### src/rtl/autoneg_map.svh
// register offsets, field positions, reset values for the auto-negotiation ability bank
`ifndef AUTONEG_MAP_SVH
`define AUTONEG_MAP_SVH

// register indices; byte address is four times the index
`define IDX_CTRL 8'h00
`define IDX_STATUS 8'h01
`define IDX_ADVERTISE 8'h04
`define IDX_PARTNER 8'h05

// control register fields
`define CTRL_SW_RESET 15
`define CTRL_SPEED_MSB 13
`define CTRL_AN_ENABLE 12
`define CTRL_POWER_DOWN 11
`define CTRL_AN_RESTART 9
`define CTRL_DUPLEX 8
`define CTRL_SPEED_LSB 6
`define CTRL_POWER_DOWN_ALT 2

// control register reset value: auto-negotiation on, full duplex, 1000 select
`define CTRL_RESET 16'h1140

// advertisement register fields
`define ADV_ABIL_MSB 7
`define ADV_ABIL_LSB 5
`define ADV_SEL_MSB 4
`define ADV_SEL_LSB 0
`define ADV_ABIL_RESET 3'h7
`define ADV_SEL_RESET 5'h01

// partner register reset value
`define PARTNER_RESET 16'h0000

// status register fields
`define STAT_LINK 15
`define STAT_AN_RUN 14
`define STAT_FORCED_1000 13
`define STAT_PENDING 12
`define STAT_ADV_1000_FULL 9
`define STAT_ADV_1000_HALF 8

// axi responses
`define RESP_OKAY 2'h0
`define RESP_SLVERR 2'h2

`endif

### src/rtl/autoneg_pkg.sv
// shared types for the auto-negotiation ability bank
`include "autoneg_map.svh"
package autoneg_pkg;

  typedef logic [15:0] reg16_t;

  typedef enum logic [2:0] {
    SEL_CTRL = 3'b000,
    SEL_STATUS = 3'b001,
    SEL_ADVERTISE = 3'b010,
    SEL_PARTNER = 3'b011,
    SEL_NONE = 3'b100
  } reg_sel_t;

  // word-aligned byte address to register select
  function automatic reg_sel_t decode_addr(input logic [7:0] addr);
    reg_sel_t sel;
    sel = SEL_NONE;
    if (addr[1:0] != 2'h0) begin
      sel = SEL_NONE;
    end else if (addr[7:2] == 6'(`IDX_CTRL)) begin
      sel = SEL_CTRL;
    end else if (addr[7:2] == 6'(`IDX_STATUS)) begin
      sel = SEL_STATUS;
    end else if (addr[7:2] == 6'(`IDX_ADVERTISE)) begin
      sel = SEL_ADVERTISE;
    end else if (addr[7:2] == 6'(`IDX_PARTNER)) begin
      sel = SEL_PARTNER;
    end
    return sel;
  endfunction : decode_addr

endpackage : autoneg_pkg

### src/rtl/advert_pending.sv
// pending and effective copies of the advertised 10/100 ability bits
`timescale 1ns/1ns
`include "autoneg_map.svh"
module advert_pending
  import autoneg_pkg::*;
(
  input wire logic aclk,
  input wire logic aresetn,
  input wire logic wr_en,
  input wire logic [2:0] wr_bits,
  input wire logic apply,
  output logic [2:0] pending_r,
  output logic [2:0] effective_r,
  output logic differ_r
);

  // software writes land here and wait
  always_ff @(posedge aclk) begin
    if (!aresetn) begin
      pending_r <= `ADV_ABIL_RESET;
    end else if (wr_en) begin
      pending_r <= wr_bits;
    end
  end

  // the ability engine only ever sees this copy
  always_ff @(posedge aclk) begin
    if (!aresetn) begin
      effective_r <= `ADV_ABIL_RESET;
    end else if (apply) begin
      // a write in the same cycle is taken along, so nothing is lost
      effective_r <= wr_en ? wr_bits : pending_r;
    end
  end

  // flag that software has an unapplied change
  always_ff @(posedge aclk) begin
    if (!aresetn) begin
      differ_r <= 1'b0;
    end else if (apply) begin
      differ_r <= 1'b0;
    end else if (wr_en) begin
      differ_r <= (wr_bits != effective_r);
    end
  end

endmodule : advert_pending

### src/rtl/autoneg_ability_regs.sv
// auto-negotiation advertisement and partner ability registers behind an axi4-lite slave
// Function
// ability writes wait for reset, restart, link loss
// leaving power down also applies pending writes
// forced 1000 keeps negotiation, advertises duplex
// forced 1000 ignores 10/100 and 1000 bits
// bits 7:5 advertise, reset one, refreshed
// selector resets to 802.3, kept on reset
// partner bit 15 is next page ability
// partner bit 14 is acknowledge
// partner bit 13 is remote fault
// partner bit 12 shown unchanged
// partner bit 11 is asymmetric pause
// partner bit 10 is pause capable
// partner bits 9:5 are technology abilities
// partner bits 4:0 are received selector
// partner word loaded whole on page accept
//
// Register access over AXI4-Lite was chosen for this implementation.
`timescale 1ns/1ns
`include "autoneg_map.svh"
module autoneg_ability_regs
  import autoneg_pkg::*;
(
  input wire logic aclk,
  input wire logic aresetn,
  // axi4-lite write address
  input wire logic s_axi_awvalid,
  output logic s_axi_awready,
  input wire logic [7:0] s_axi_awaddr,
  input wire logic [2:0] s_axi_awprot,
  // axi4-lite write data
  input wire logic s_axi_wvalid,
  output logic s_axi_wready,
  input wire logic [31:0] s_axi_wdata,
  input wire logic [3:0] s_axi_wstrb,
  // axi4-lite write response
  output logic s_axi_bvalid,
  input wire logic s_axi_bready,
  output logic [1:0] s_axi_bresp,
  // axi4-lite read address
  input wire logic s_axi_arvalid,
  output logic s_axi_arready,
  input wire logic [7:0] s_axi_araddr,
  input wire logic [2:0] s_axi_arprot,
  // axi4-lite read data
  output logic s_axi_rvalid,
  input wire logic s_axi_rready,
  output logic [31:0] s_axi_rdata,
  output logic [1:0] s_axi_rresp,
  // link side
  input wire logic link_up,
  input wire logic rx_page_valid,
  input wire logic [15:0] rx_code_word,
  output logic [15:0] adv_code_word,
  output logic adv_1000_full,
  output logic adv_1000_half,
  output logic an_run,
  output logic an_restart,
  output logic power_down
);

  // write channel holding state
  logic aw_full_r;
  logic w_full_r;
  logic [7:0] awaddr_r;
  logic [31:0] wdata_r;
  logic [3:0] wstrb_r;
  logic awready_r;
  logic wready_r;
  logic bvalid_r;
  logic [1:0] bresp_r;
  // read channel state
  logic arready_r;
  logic rvalid_r;
  logic [31:0] rdata_r;
  logic [1:0] rresp_r;
  // control and link state
  reg16_t ctrl_r;
  logic [4:0] selector_r;
  logic link_prev_r;
  logic pd_prev_r;
  logic sw_reset_r;
  logic restart_r;
  logic [15:0] adv_word_r;
  logic adv_full_r;
  logic adv_half_r;
  logic an_run_r;
  logic an_restart_r;
  logic power_down_r;
  // decode and write strobes
  logic wr_go;
  reg_sel_t wr_sel;
  reg_sel_t rd_sel;
  logic [15:0] wr_mask;
  logic [15:0] wr_val;
  logic wr_ctrl;
  logic wr_adv;
  logic [15:0] ctrl_wval;
  logic [15:0] adv_wval;
  logic pd_now;
  logic forced_1000;
  logic apply;
  // sub-block outputs
  logic [2:0] pending_abil;
  logic [2:0] effective_abil;
  logic pending_differ;
  reg16_t partner_word;
  logic [15:0] adv_readback;
  logic [15:0] status_word;

  // byte-lane merge of a write into a 16-bit register image
  function automatic logic [15:0] merge_bytes(input logic [15:0] old_val,
    input logic [15:0] new_val, input logic [15:0] mask);
    return (old_val & ~mask) | (new_val & mask);
  endfunction : merge_bytes

  // high at the last sample and low now
  function automatic logic fell_now(input logic prev_lvl, input logic cur_lvl);
    return prev_lvl && !cur_lvl;
  endfunction : fell_now

  // write proceeds once both address and data are held and no response waits
  assign wr_go = aw_full_r && w_full_r && !bvalid_r;
  assign wr_sel = decode_addr(awaddr_r);
  assign wr_mask = {{8{wstrb_r[1]}}, {8{wstrb_r[0]}}};
  assign wr_val = wdata_r[15:0];
  assign wr_ctrl = wr_go && (wr_sel == SEL_CTRL);
  assign wr_adv = wr_go && (wr_sel == SEL_ADVERTISE);
  assign ctrl_wval = merge_bytes(ctrl_r, wr_val, wr_mask);
  assign adv_wval = merge_bytes(adv_readback, wr_val, wr_mask);

  // upper advertisement bits are not kept and read as zero
  assign adv_readback = {8'h00, pending_abil, selector_r};

  // write address channel; taken independently of the data channel
  always_ff @(posedge aclk) begin
    if (!aresetn) begin
      aw_full_r <= 1'b0;
      awaddr_r <= 8'h00;
      awready_r <= 1'b0;
    end else if (s_axi_awvalid && awready_r) begin
      aw_full_r <= 1'b1;
      awaddr_r <= s_axi_awaddr;
      awready_r <= 1'b0;
    end else if (wr_go) begin
      aw_full_r <= 1'b0;
    end else if (!aw_full_r && !bvalid_r) begin
      awready_r <= 1'b1;
    end
  end

  // write data channel
  always_ff @(posedge aclk) begin
    if (!aresetn) begin
      w_full_r <= 1'b0;
      wdata_r <= 32'h0000_0000;
      wstrb_r <= 4'h0;
      wready_r <= 1'b0;
    end else if (s_axi_wvalid && wready_r) begin
      w_full_r <= 1'b1;
      wdata_r <= s_axi_wdata;
      wstrb_r <= s_axi_wstrb;
      wready_r <= 1'b0;
    end else if (wr_go) begin
      w_full_r <= 1'b0;
    end else if (!w_full_r && !bvalid_r) begin
      wready_r <= 1'b1;
    end
  end

  // write response; read-only and unmapped targets answer slverr
  // one write in flight keeps the response order trivial
  always_ff @(posedge aclk) begin
    if (!aresetn) begin
      bvalid_r <= 1'b0;
      bresp_r <= `RESP_OKAY;
    end else if (wr_go) begin
      bvalid_r <= 1'b1;
      bresp_r <= (wr_ctrl || wr_adv) ? `RESP_OKAY : `RESP_SLVERR;
    end else if (s_axi_bready && bvalid_r) begin
      bvalid_r <= 1'b0;
    end
  end

  // control register; reset and restart bits self clear and read as zero
  always_ff @(posedge aclk) begin
    if (!aresetn) begin
      ctrl_r <= `CTRL_RESET;
    end else if (wr_ctrl) begin
      ctrl_r <= ctrl_wval;
      ctrl_r[`CTRL_SW_RESET] <= 1'b0;
      ctrl_r[`CTRL_AN_RESTART] <= 1'b0;
    end
  end

  // one-cycle pulses from writing one to the self-clearing bits
  always_ff @(posedge aclk) begin
    if (!aresetn) begin
      sw_reset_r <= 1'b0;
      restart_r <= 1'b0;
    end else begin
      sw_reset_r <= wr_ctrl && ctrl_wval[`CTRL_SW_RESET];
      restart_r <= wr_ctrl && ctrl_wval[`CTRL_AN_RESTART];
    end
  end

  // selector writes take effect at once; software reset leaves it alone
  always_ff @(posedge aclk) begin
    if (!aresetn) begin
      selector_r <= `ADV_SEL_RESET;
    end else if (wr_adv) begin
      selector_r <= adv_wval[`ADV_SEL_MSB:`ADV_SEL_LSB];
    end
  end

  // previous levels for link loss and power-down exit detection
  always_ff @(posedge aclk) begin
    if (!aresetn) begin
      link_prev_r <= 1'b0;
      pd_prev_r <= 1'b0;
    end else begin
      link_prev_r <= link_up;
      pd_prev_r <= pd_now;
    end
  end

  // either power-down bit keeps the port down
  assign pd_now = ctrl_r[`CTRL_POWER_DOWN] || ctrl_r[`CTRL_POWER_DOWN_ALT];

  // any of the four events releases the pending abilities
  // events landing in one cycle merge into a single restart
  assign apply = sw_reset_r || restart_r
    || fell_now(link_prev_r, link_up)
    || fell_now(pd_prev_r, pd_now);

  // speed select 01 (bit 6 set, bit 13 clear) means 1000 mb/s; forced only when negotiation is off
  assign forced_1000 = !ctrl_r[`CTRL_AN_ENABLE] && ctrl_r[`CTRL_SPEED_LSB]
    && !ctrl_r[`CTRL_SPEED_MSB];

  // pending store for bits 7:5
  advert_pending u_pending (
    .aclk(aclk),
    .aresetn(aresetn),
    .wr_en(wr_adv),
    .wr_bits(adv_wval[`ADV_ABIL_MSB:`ADV_ABIL_LSB]),
    .apply(apply),
    .pending_r(pending_abil),
    .effective_r(effective_abil),
    .differ_r(pending_differ)
  );

  // partner base page capture
  partner_capture u_partner (
    .aclk(aclk),
    .aresetn(aresetn),
    .page_valid(rx_page_valid),
    .code_word(rx_code_word),
    .partner_r(partner_word)
  );

  // advertised word to the negotiation engine
  always_ff @(posedge aclk) begin
    if (!aresetn) begin
      adv_word_r <= {8'h00, `ADV_ABIL_RESET, `ADV_SEL_RESET};
      adv_full_r <= 1'b0;
      adv_half_r <= 1'b0;
    end else if (forced_1000) begin
      // 10/100 abilities dropped, only the forced duplex goes out
      adv_word_r <= {8'h00, 3'h0, selector_r};
      adv_full_r <= ctrl_r[`CTRL_DUPLEX];
      adv_half_r <= !ctrl_r[`CTRL_DUPLEX];
    end else begin
      adv_word_r <= {8'h00, effective_abil, selector_r};
      adv_full_r <= 1'b0;
      adv_half_r <= 1'b0;
    end
  end

  // negotiation run, restart and power-down levels for the engine
  always_ff @(posedge aclk) begin
    if (!aresetn) begin
      an_run_r <= 1'b0;
      an_restart_r <= 1'b0;
      power_down_r <= 1'b0;
    end else begin
      an_run_r <= ctrl_r[`CTRL_AN_ENABLE] || forced_1000;
      an_restart_r <= apply;
      power_down_r <= pd_now;
    end
  end

  // read path; the read-back of register 4 shows what software wrote
  assign rd_sel = decode_addr(s_axi_araddr);

  // own status view of the link and negotiation levels
  assign status_word = {link_up, an_run_r, forced_1000, pending_differ, 2'h0, adv_full_r,
    adv_half_r, 8'h00};

  // answer one cycle after the address; arready stays low while data waits
  always_ff @(posedge aclk) begin
    if (!aresetn) begin
      arready_r <= 1'b0;
      rvalid_r <= 1'b0;
      rdata_r <= 32'h0000_0000;
      rresp_r <= `RESP_OKAY;
    end else if (s_axi_arvalid && arready_r) begin
      arready_r <= 1'b0;
      rvalid_r <= 1'b1;
      rresp_r <= `RESP_OKAY;
      if (rd_sel == SEL_CTRL) begin
        rdata_r <= {16'h0000, ctrl_r};
      end else if (rd_sel == SEL_STATUS) begin
        rdata_r <= {16'h0000, status_word};
      end else if (rd_sel == SEL_ADVERTISE) begin
        rdata_r <= {16'h0000, adv_readback};
      end else if (rd_sel == SEL_PARTNER) begin
        rdata_r <= {16'h0000, partner_word};
      end else begin
        rdata_r <= 32'h0000_0000;
        rresp_r <= `RESP_SLVERR;
      end
    end else if (rvalid_r && s_axi_rready) begin
      rvalid_r <= 1'b0;
      arready_r <= 1'b1;
    end else if (!rvalid_r) begin
      arready_r <= 1'b1;
    end
  end

  // outputs straight from flops
  assign s_axi_awready = awready_r;
  assign s_axi_wready = wready_r;
  assign s_axi_bvalid = bvalid_r;
  assign s_axi_bresp = bresp_r;
  assign s_axi_arready = arready_r;
  assign s_axi_rvalid = rvalid_r;
  assign s_axi_rdata = rdata_r;
  assign s_axi_rresp = rresp_r;
  assign adv_code_word = adv_word_r;
  assign adv_1000_full = adv_full_r;
  assign adv_1000_half = adv_half_r;
  assign an_run = an_run_r;
  assign an_restart = an_restart_r;
  assign power_down = power_down_r;

endmodule : autoneg_ability_regs

### src/rtl/partner_capture.sv
// holds the link partner base page code word
`timescale 1ns/1ns
`include "autoneg_map.svh"
module partner_capture
  import autoneg_pkg::*;
(
  input wire logic aclk,
  input wire logic aresetn,
  input wire logic page_valid,
  input wire logic [15:0] code_word,
  output reg16_t partner_r
);

  // whole word loaded at once so software never sees a torn page
  always_ff @(posedge aclk) begin
    if (!aresetn) begin
      partner_r <= `PARTNER_RESET;
    end else if (page_valid) begin
      partner_r <= code_word;
    end
  end

endmodule : partner_capture
### config.mk
export PLATFORM = sky130hd
export DESIGN_NAME = autoneg_ability_regs
export DESIGN_NICKNAME = d
export VERILOG_FILES = /design/src/rtl/autoneg_pkg.sv /design/src/rtl/advert_pending.sv /design/src/rtl/autoneg_ability_regs.sv /design/src/rtl/partner_capture.sv
export VERILOG_INCLUDE_DIRS = /design/src /design/src/rtl
export SDC_FILE = /design/constraint.sdc
export NUM_CORES = 1
export LEC_CHECK = 0
export ABC_AREA = 1
export BUFFER_PORTS_ARGS = -buffer_cell sky130_fd_sc_hd__buf_4
export CAP_MARGIN = 20
export CELL_PAD_IN_SITES_DETAIL_PLACEMENT = 0
export CELL_PAD_IN_SITES_GLOBAL_PLACEMENT = 1
export CORE_MARGIN = 5
export CORE_UTILIZATION = 38
export DETAILED_ROUTE_END_ITERATION = 6
export GPL_TIMING_DRIVEN = 0
export PLACE_DENSITY = 0.91
export SLEW_MARGIN = 20
export SYNTH_ARGS = -nofsm -noshare
export SYNTH_HDL_FRONTEND = slang
export SYNTH_SLANG_ARGS = --single-unit
### constraint.sdc
create_clock -name aclk -period 1.8 [get_ports aclk]
set_input_delay 0.18 -clock aclk [delete_from_list [all_inputs] [get_ports aclk]]
set_output_delay 0.18 -clock aclk [all_outputs]
set_load 0.005 [all_outputs]
==> summary.log <==
[critical_path] CP Capture Type flop
[critical_path] Worst Setup Start Kind flop
[sta] maximum clock rate 691.7 MHz
[global_route] largest net degree at the start of global routing 17
[yosys] post-synthesis instance area 4611 um2
[critical_path] minimum setup slack among reg-to-reg paths 0.35 ns
[die] die area 14440 um2
[critical_path] Most Frequent Cell on Critical Path nor2_1
[clock_network] H-tree depth 3
[die] total I/O pin count 145
[die] height of the die 120.2 um
[yosys] leading area contributor after synthesis dfxtp_1
[sta] number of pins with negative max-slew slack in the final report 0
[die] initial core utilization 38.55%
[placed_design] DP Area 5587 um2
[routing] antenna-violating nets left 0
[yosys] EDFF count, synth 0
[global_route] gr usage total 17.45%
[layout] relative area change from synthesis to final layout 28.58%
[sta] period utilisation layout 80.31%
[placed_design] post-detailed-placement half-perimeter wirelength 9714 um
[routing] average wire length per cell after detail routing 13.77 um
[hold_path] end of the worst hold path u_partner.partner_r[7]
[sta] worst max-slew margin expressed relative to the limit 57.01%
[die] total number of placement rows 40
[run_status] outcome completed
[critical_path] cells along the critical path inv_1 -> nand3_2 -> inv_2 -> nand4_2 -> nor2_1 -> nor2_1
[sta] Worst Tran Pin Value 0.6448 ns
[layout] final net count 842
[sta] number of endpoints with negative hold slack in the final report 0
[clock_network] clock tree from TritonCTS built
[critical_path] number of cells traversed by the worst register-to-register path 6
[routing] detailed router's first-iteration violation count 267
[yosys] most common library cells after synthesis 147 x nor2_1, 109 x dfxtp_1, 104 x nand2_1, 56 x inv_1, 56 x o21ai_0
[placed_design] count of input and output buffers 93
[yosys] count of cell types in the netlist 29
[critical_path] largest delay contributor family on the critical path simple AND/OR/NAND/NOR gates
[routing] sum of routed wire length over all layers 12540 um
[clock_network] number of hold-repair buffers added at the cts stage 0
[critical_path] worst endpoint data arrival time 1.69 ns
[yosys] Mapped Cells 630
[clock_network] TritonCTS Buffers 9
[layout] sequential cell area 2182 um2
[power_and_ir_drop] P per Cell Area 914.4 nW/um2
[clock_network] Max clock buf depth 2
[yosys] ys async rst share 0%
[clock_network] post_cts resized 0
[sta] tightest hold margin 0.04712 ns
[layout] fraction of layout instances using a drive strength above 1 21.07%
[clock_network] clock latency at the later pin of the worst-skew pair 0.36 ns
[layout] Post-Route Utilization 49.56%
[layout] area of the multi-input gates 1946 um2
[critical_path] number of buffers and inverters on the critical path 2
[yosys] number of warnings reported in the yosys synthesis log 0
[global_route] number of global-route vias before repair 4040
[yosys] leading cell type by number of instances after synthesis nor2_1
[global_route] initial antenna violation count 0
[layout] layout filler cell count 1190
[critical_path] path type of the worst setup path flop to flop
[power_and_ir_drop] Worst IR Drop VDD 0.4052 mV
[hold_path] critical hold path startpoint rx_code_word[7]
[run] Maximum Capacitance Violations 0
[sta] Fin Setup TNS 0 ns
[routing] routed vias 4233
[clock_network] clock transition time at the flip-flop clock pins of the worst setup and hold paths 0.07 ns
[yosys] average footprint of a synthesized cell 7.319 um2
[routing] Via density 4.647
[critical_path] peak per-stage delay on the critical path 0.33 ns
[yosys] post-synth top area share 47.33%
[yosys] post-synthesis register bit count 109
[layout] cell area after layout 5928 um2
[clock_network] library cell used as clock root buffer clkbuf_16
[sta] unrepaired setup endpoints after global routing no
[die] Die Span X 120.2 um
[critical_path] Crit-path slowest cell dfxtp_1
[hold_path] hold path cells 3
[power_and_ir_drop] static power due to leakage 2.984 nW
[global_route] total overflow reported by the global router 0
[sta] clock period minus final worst setup slack 1.446 ns
[critical_path] Critical Path RT 2.05 ns
[die] area of the core 11960 um2
[routing] post-detailed-route DRC marker count 0
[clock_network] CTS sink count 109
[sta] setup violators final 0
[yosys] main flop type after synthesis dfxtp_1
[yosys] fraction of the yosys area taken by sequential cells 47.33%
[hold_path] class of the worst hold path input port to flop
[critical_path] biggest fanout along the worst timing path 9
[routing] first-pass iteration count of the detailed router 5
[yosys] largest cells by area after synthesis dfxtp_1 47%, nor2_1 12%, nand2_1 8.5%, o21ai_0 6.1%, buf_4 4.7%
[critical_path] launch point of the worst reg-to-reg path s_axi_bvalid
[clock_network] Post-CTS Repair Setup Buffers 0
[layout] number of antenna repair diodes 0
[global_route] wire length of the first global-routing pass 19890 um
[sta] Worst Skew 0.006534 ns
[placed_design] global placement routability congestion 0.8829
-- layout by cell type, fill, tap and decap left out, types with 3 or more instances in the layout --
cell type,instances
nor2_1,147
buf_4,122
dfxtp_1,109
nand2_1,104
o21ai_0,56
inv_1,56
nand4_1,30
conb_1,26
a21oi_1,25
nand3_1,25
clkbuf_1,17
clkbuf_16,9
inv_2,4
buf_1,3
buf_6,3
buf_2,3
bufinv_16,3
-- per-stage QoR --
stage	cells	power (mW)	worst slack [ns]
2_1_floorplan	655	2.961	0.5997
3_3_place_gp	895	3.187	0.3374
3_5_place_dp	895	3.199	0.3129
4_1_cts	911	5.456	0.3439
5_1_grt	911	5.634	0.1825
6_report	911	5.421	0.3544
-- worst min-delay path, cell delays in order --
cell,delay (ns)
buf_4,0.07
nor2_1,0.03
nor2_1,0.08
-- power by group --
group	leakage [nW]	total (mW)	switching (mW)	internal, mW
sequential	0.891	2.58	0.0678	2.51
combinational	1.93	0.565	0.307	0.258
clock	0.167	2.28	0.879	1.40
total	2.98	5.42	1.25	4.17
-- logic make-up (layout without fill, tap and decap cells) --
kind of cell,Yosys count,count (layout),share of synthesized area (%)
buf+inv,115,224,12.51
simple gates,321,321,30.66
xor+xnor,1,1,0.1900
other cells,1,26,0.08133
compound gates,83,83,9.227
flops,109,109,47.33
-- worst max path at each step --
| stage | startpoint | to | slack, ns | cells after the start |
|---|---|---|---|---|
| finish | s_axi_bvalid | flop | 0.35 | 6 |
| CTS | s_axi_bvalid | flop | 0.34 | 6 |
| floorplan | s_axi_bvalid | flop | 0.60 | 7 |
| global placement | s_axi_araddr[5] | s_axi_rdata[4] | 0.34 | 9 |
| detailed placement | s_axi_araddr[5] | s_axi_rdata[4] | 0.31 | 9 |
| global route | s_axi_bvalid | flop | 0.18 | 6 |
-- routing by layer --
metal	track usage, %	part of all wire [%]	vias to the layer above
li1	-	-	2211
met1	22.29	46	1870
met2	28.31	45	136
met3	3.959	6.8	16
met4	7.373	2.1	0
met5	0	0	-
-- final cells by class --
cell class	instances	share of cell area, %
clock inverter	4	1.604
sequential	109	36.81
inverter	61	3.862
buffer	54	5.867
tap	147	3.103
multi-input combinational	431	32.82
clock buffer	12	4.158
timing repair buffer	93	11.78
(Power assumes the default switching activity.)
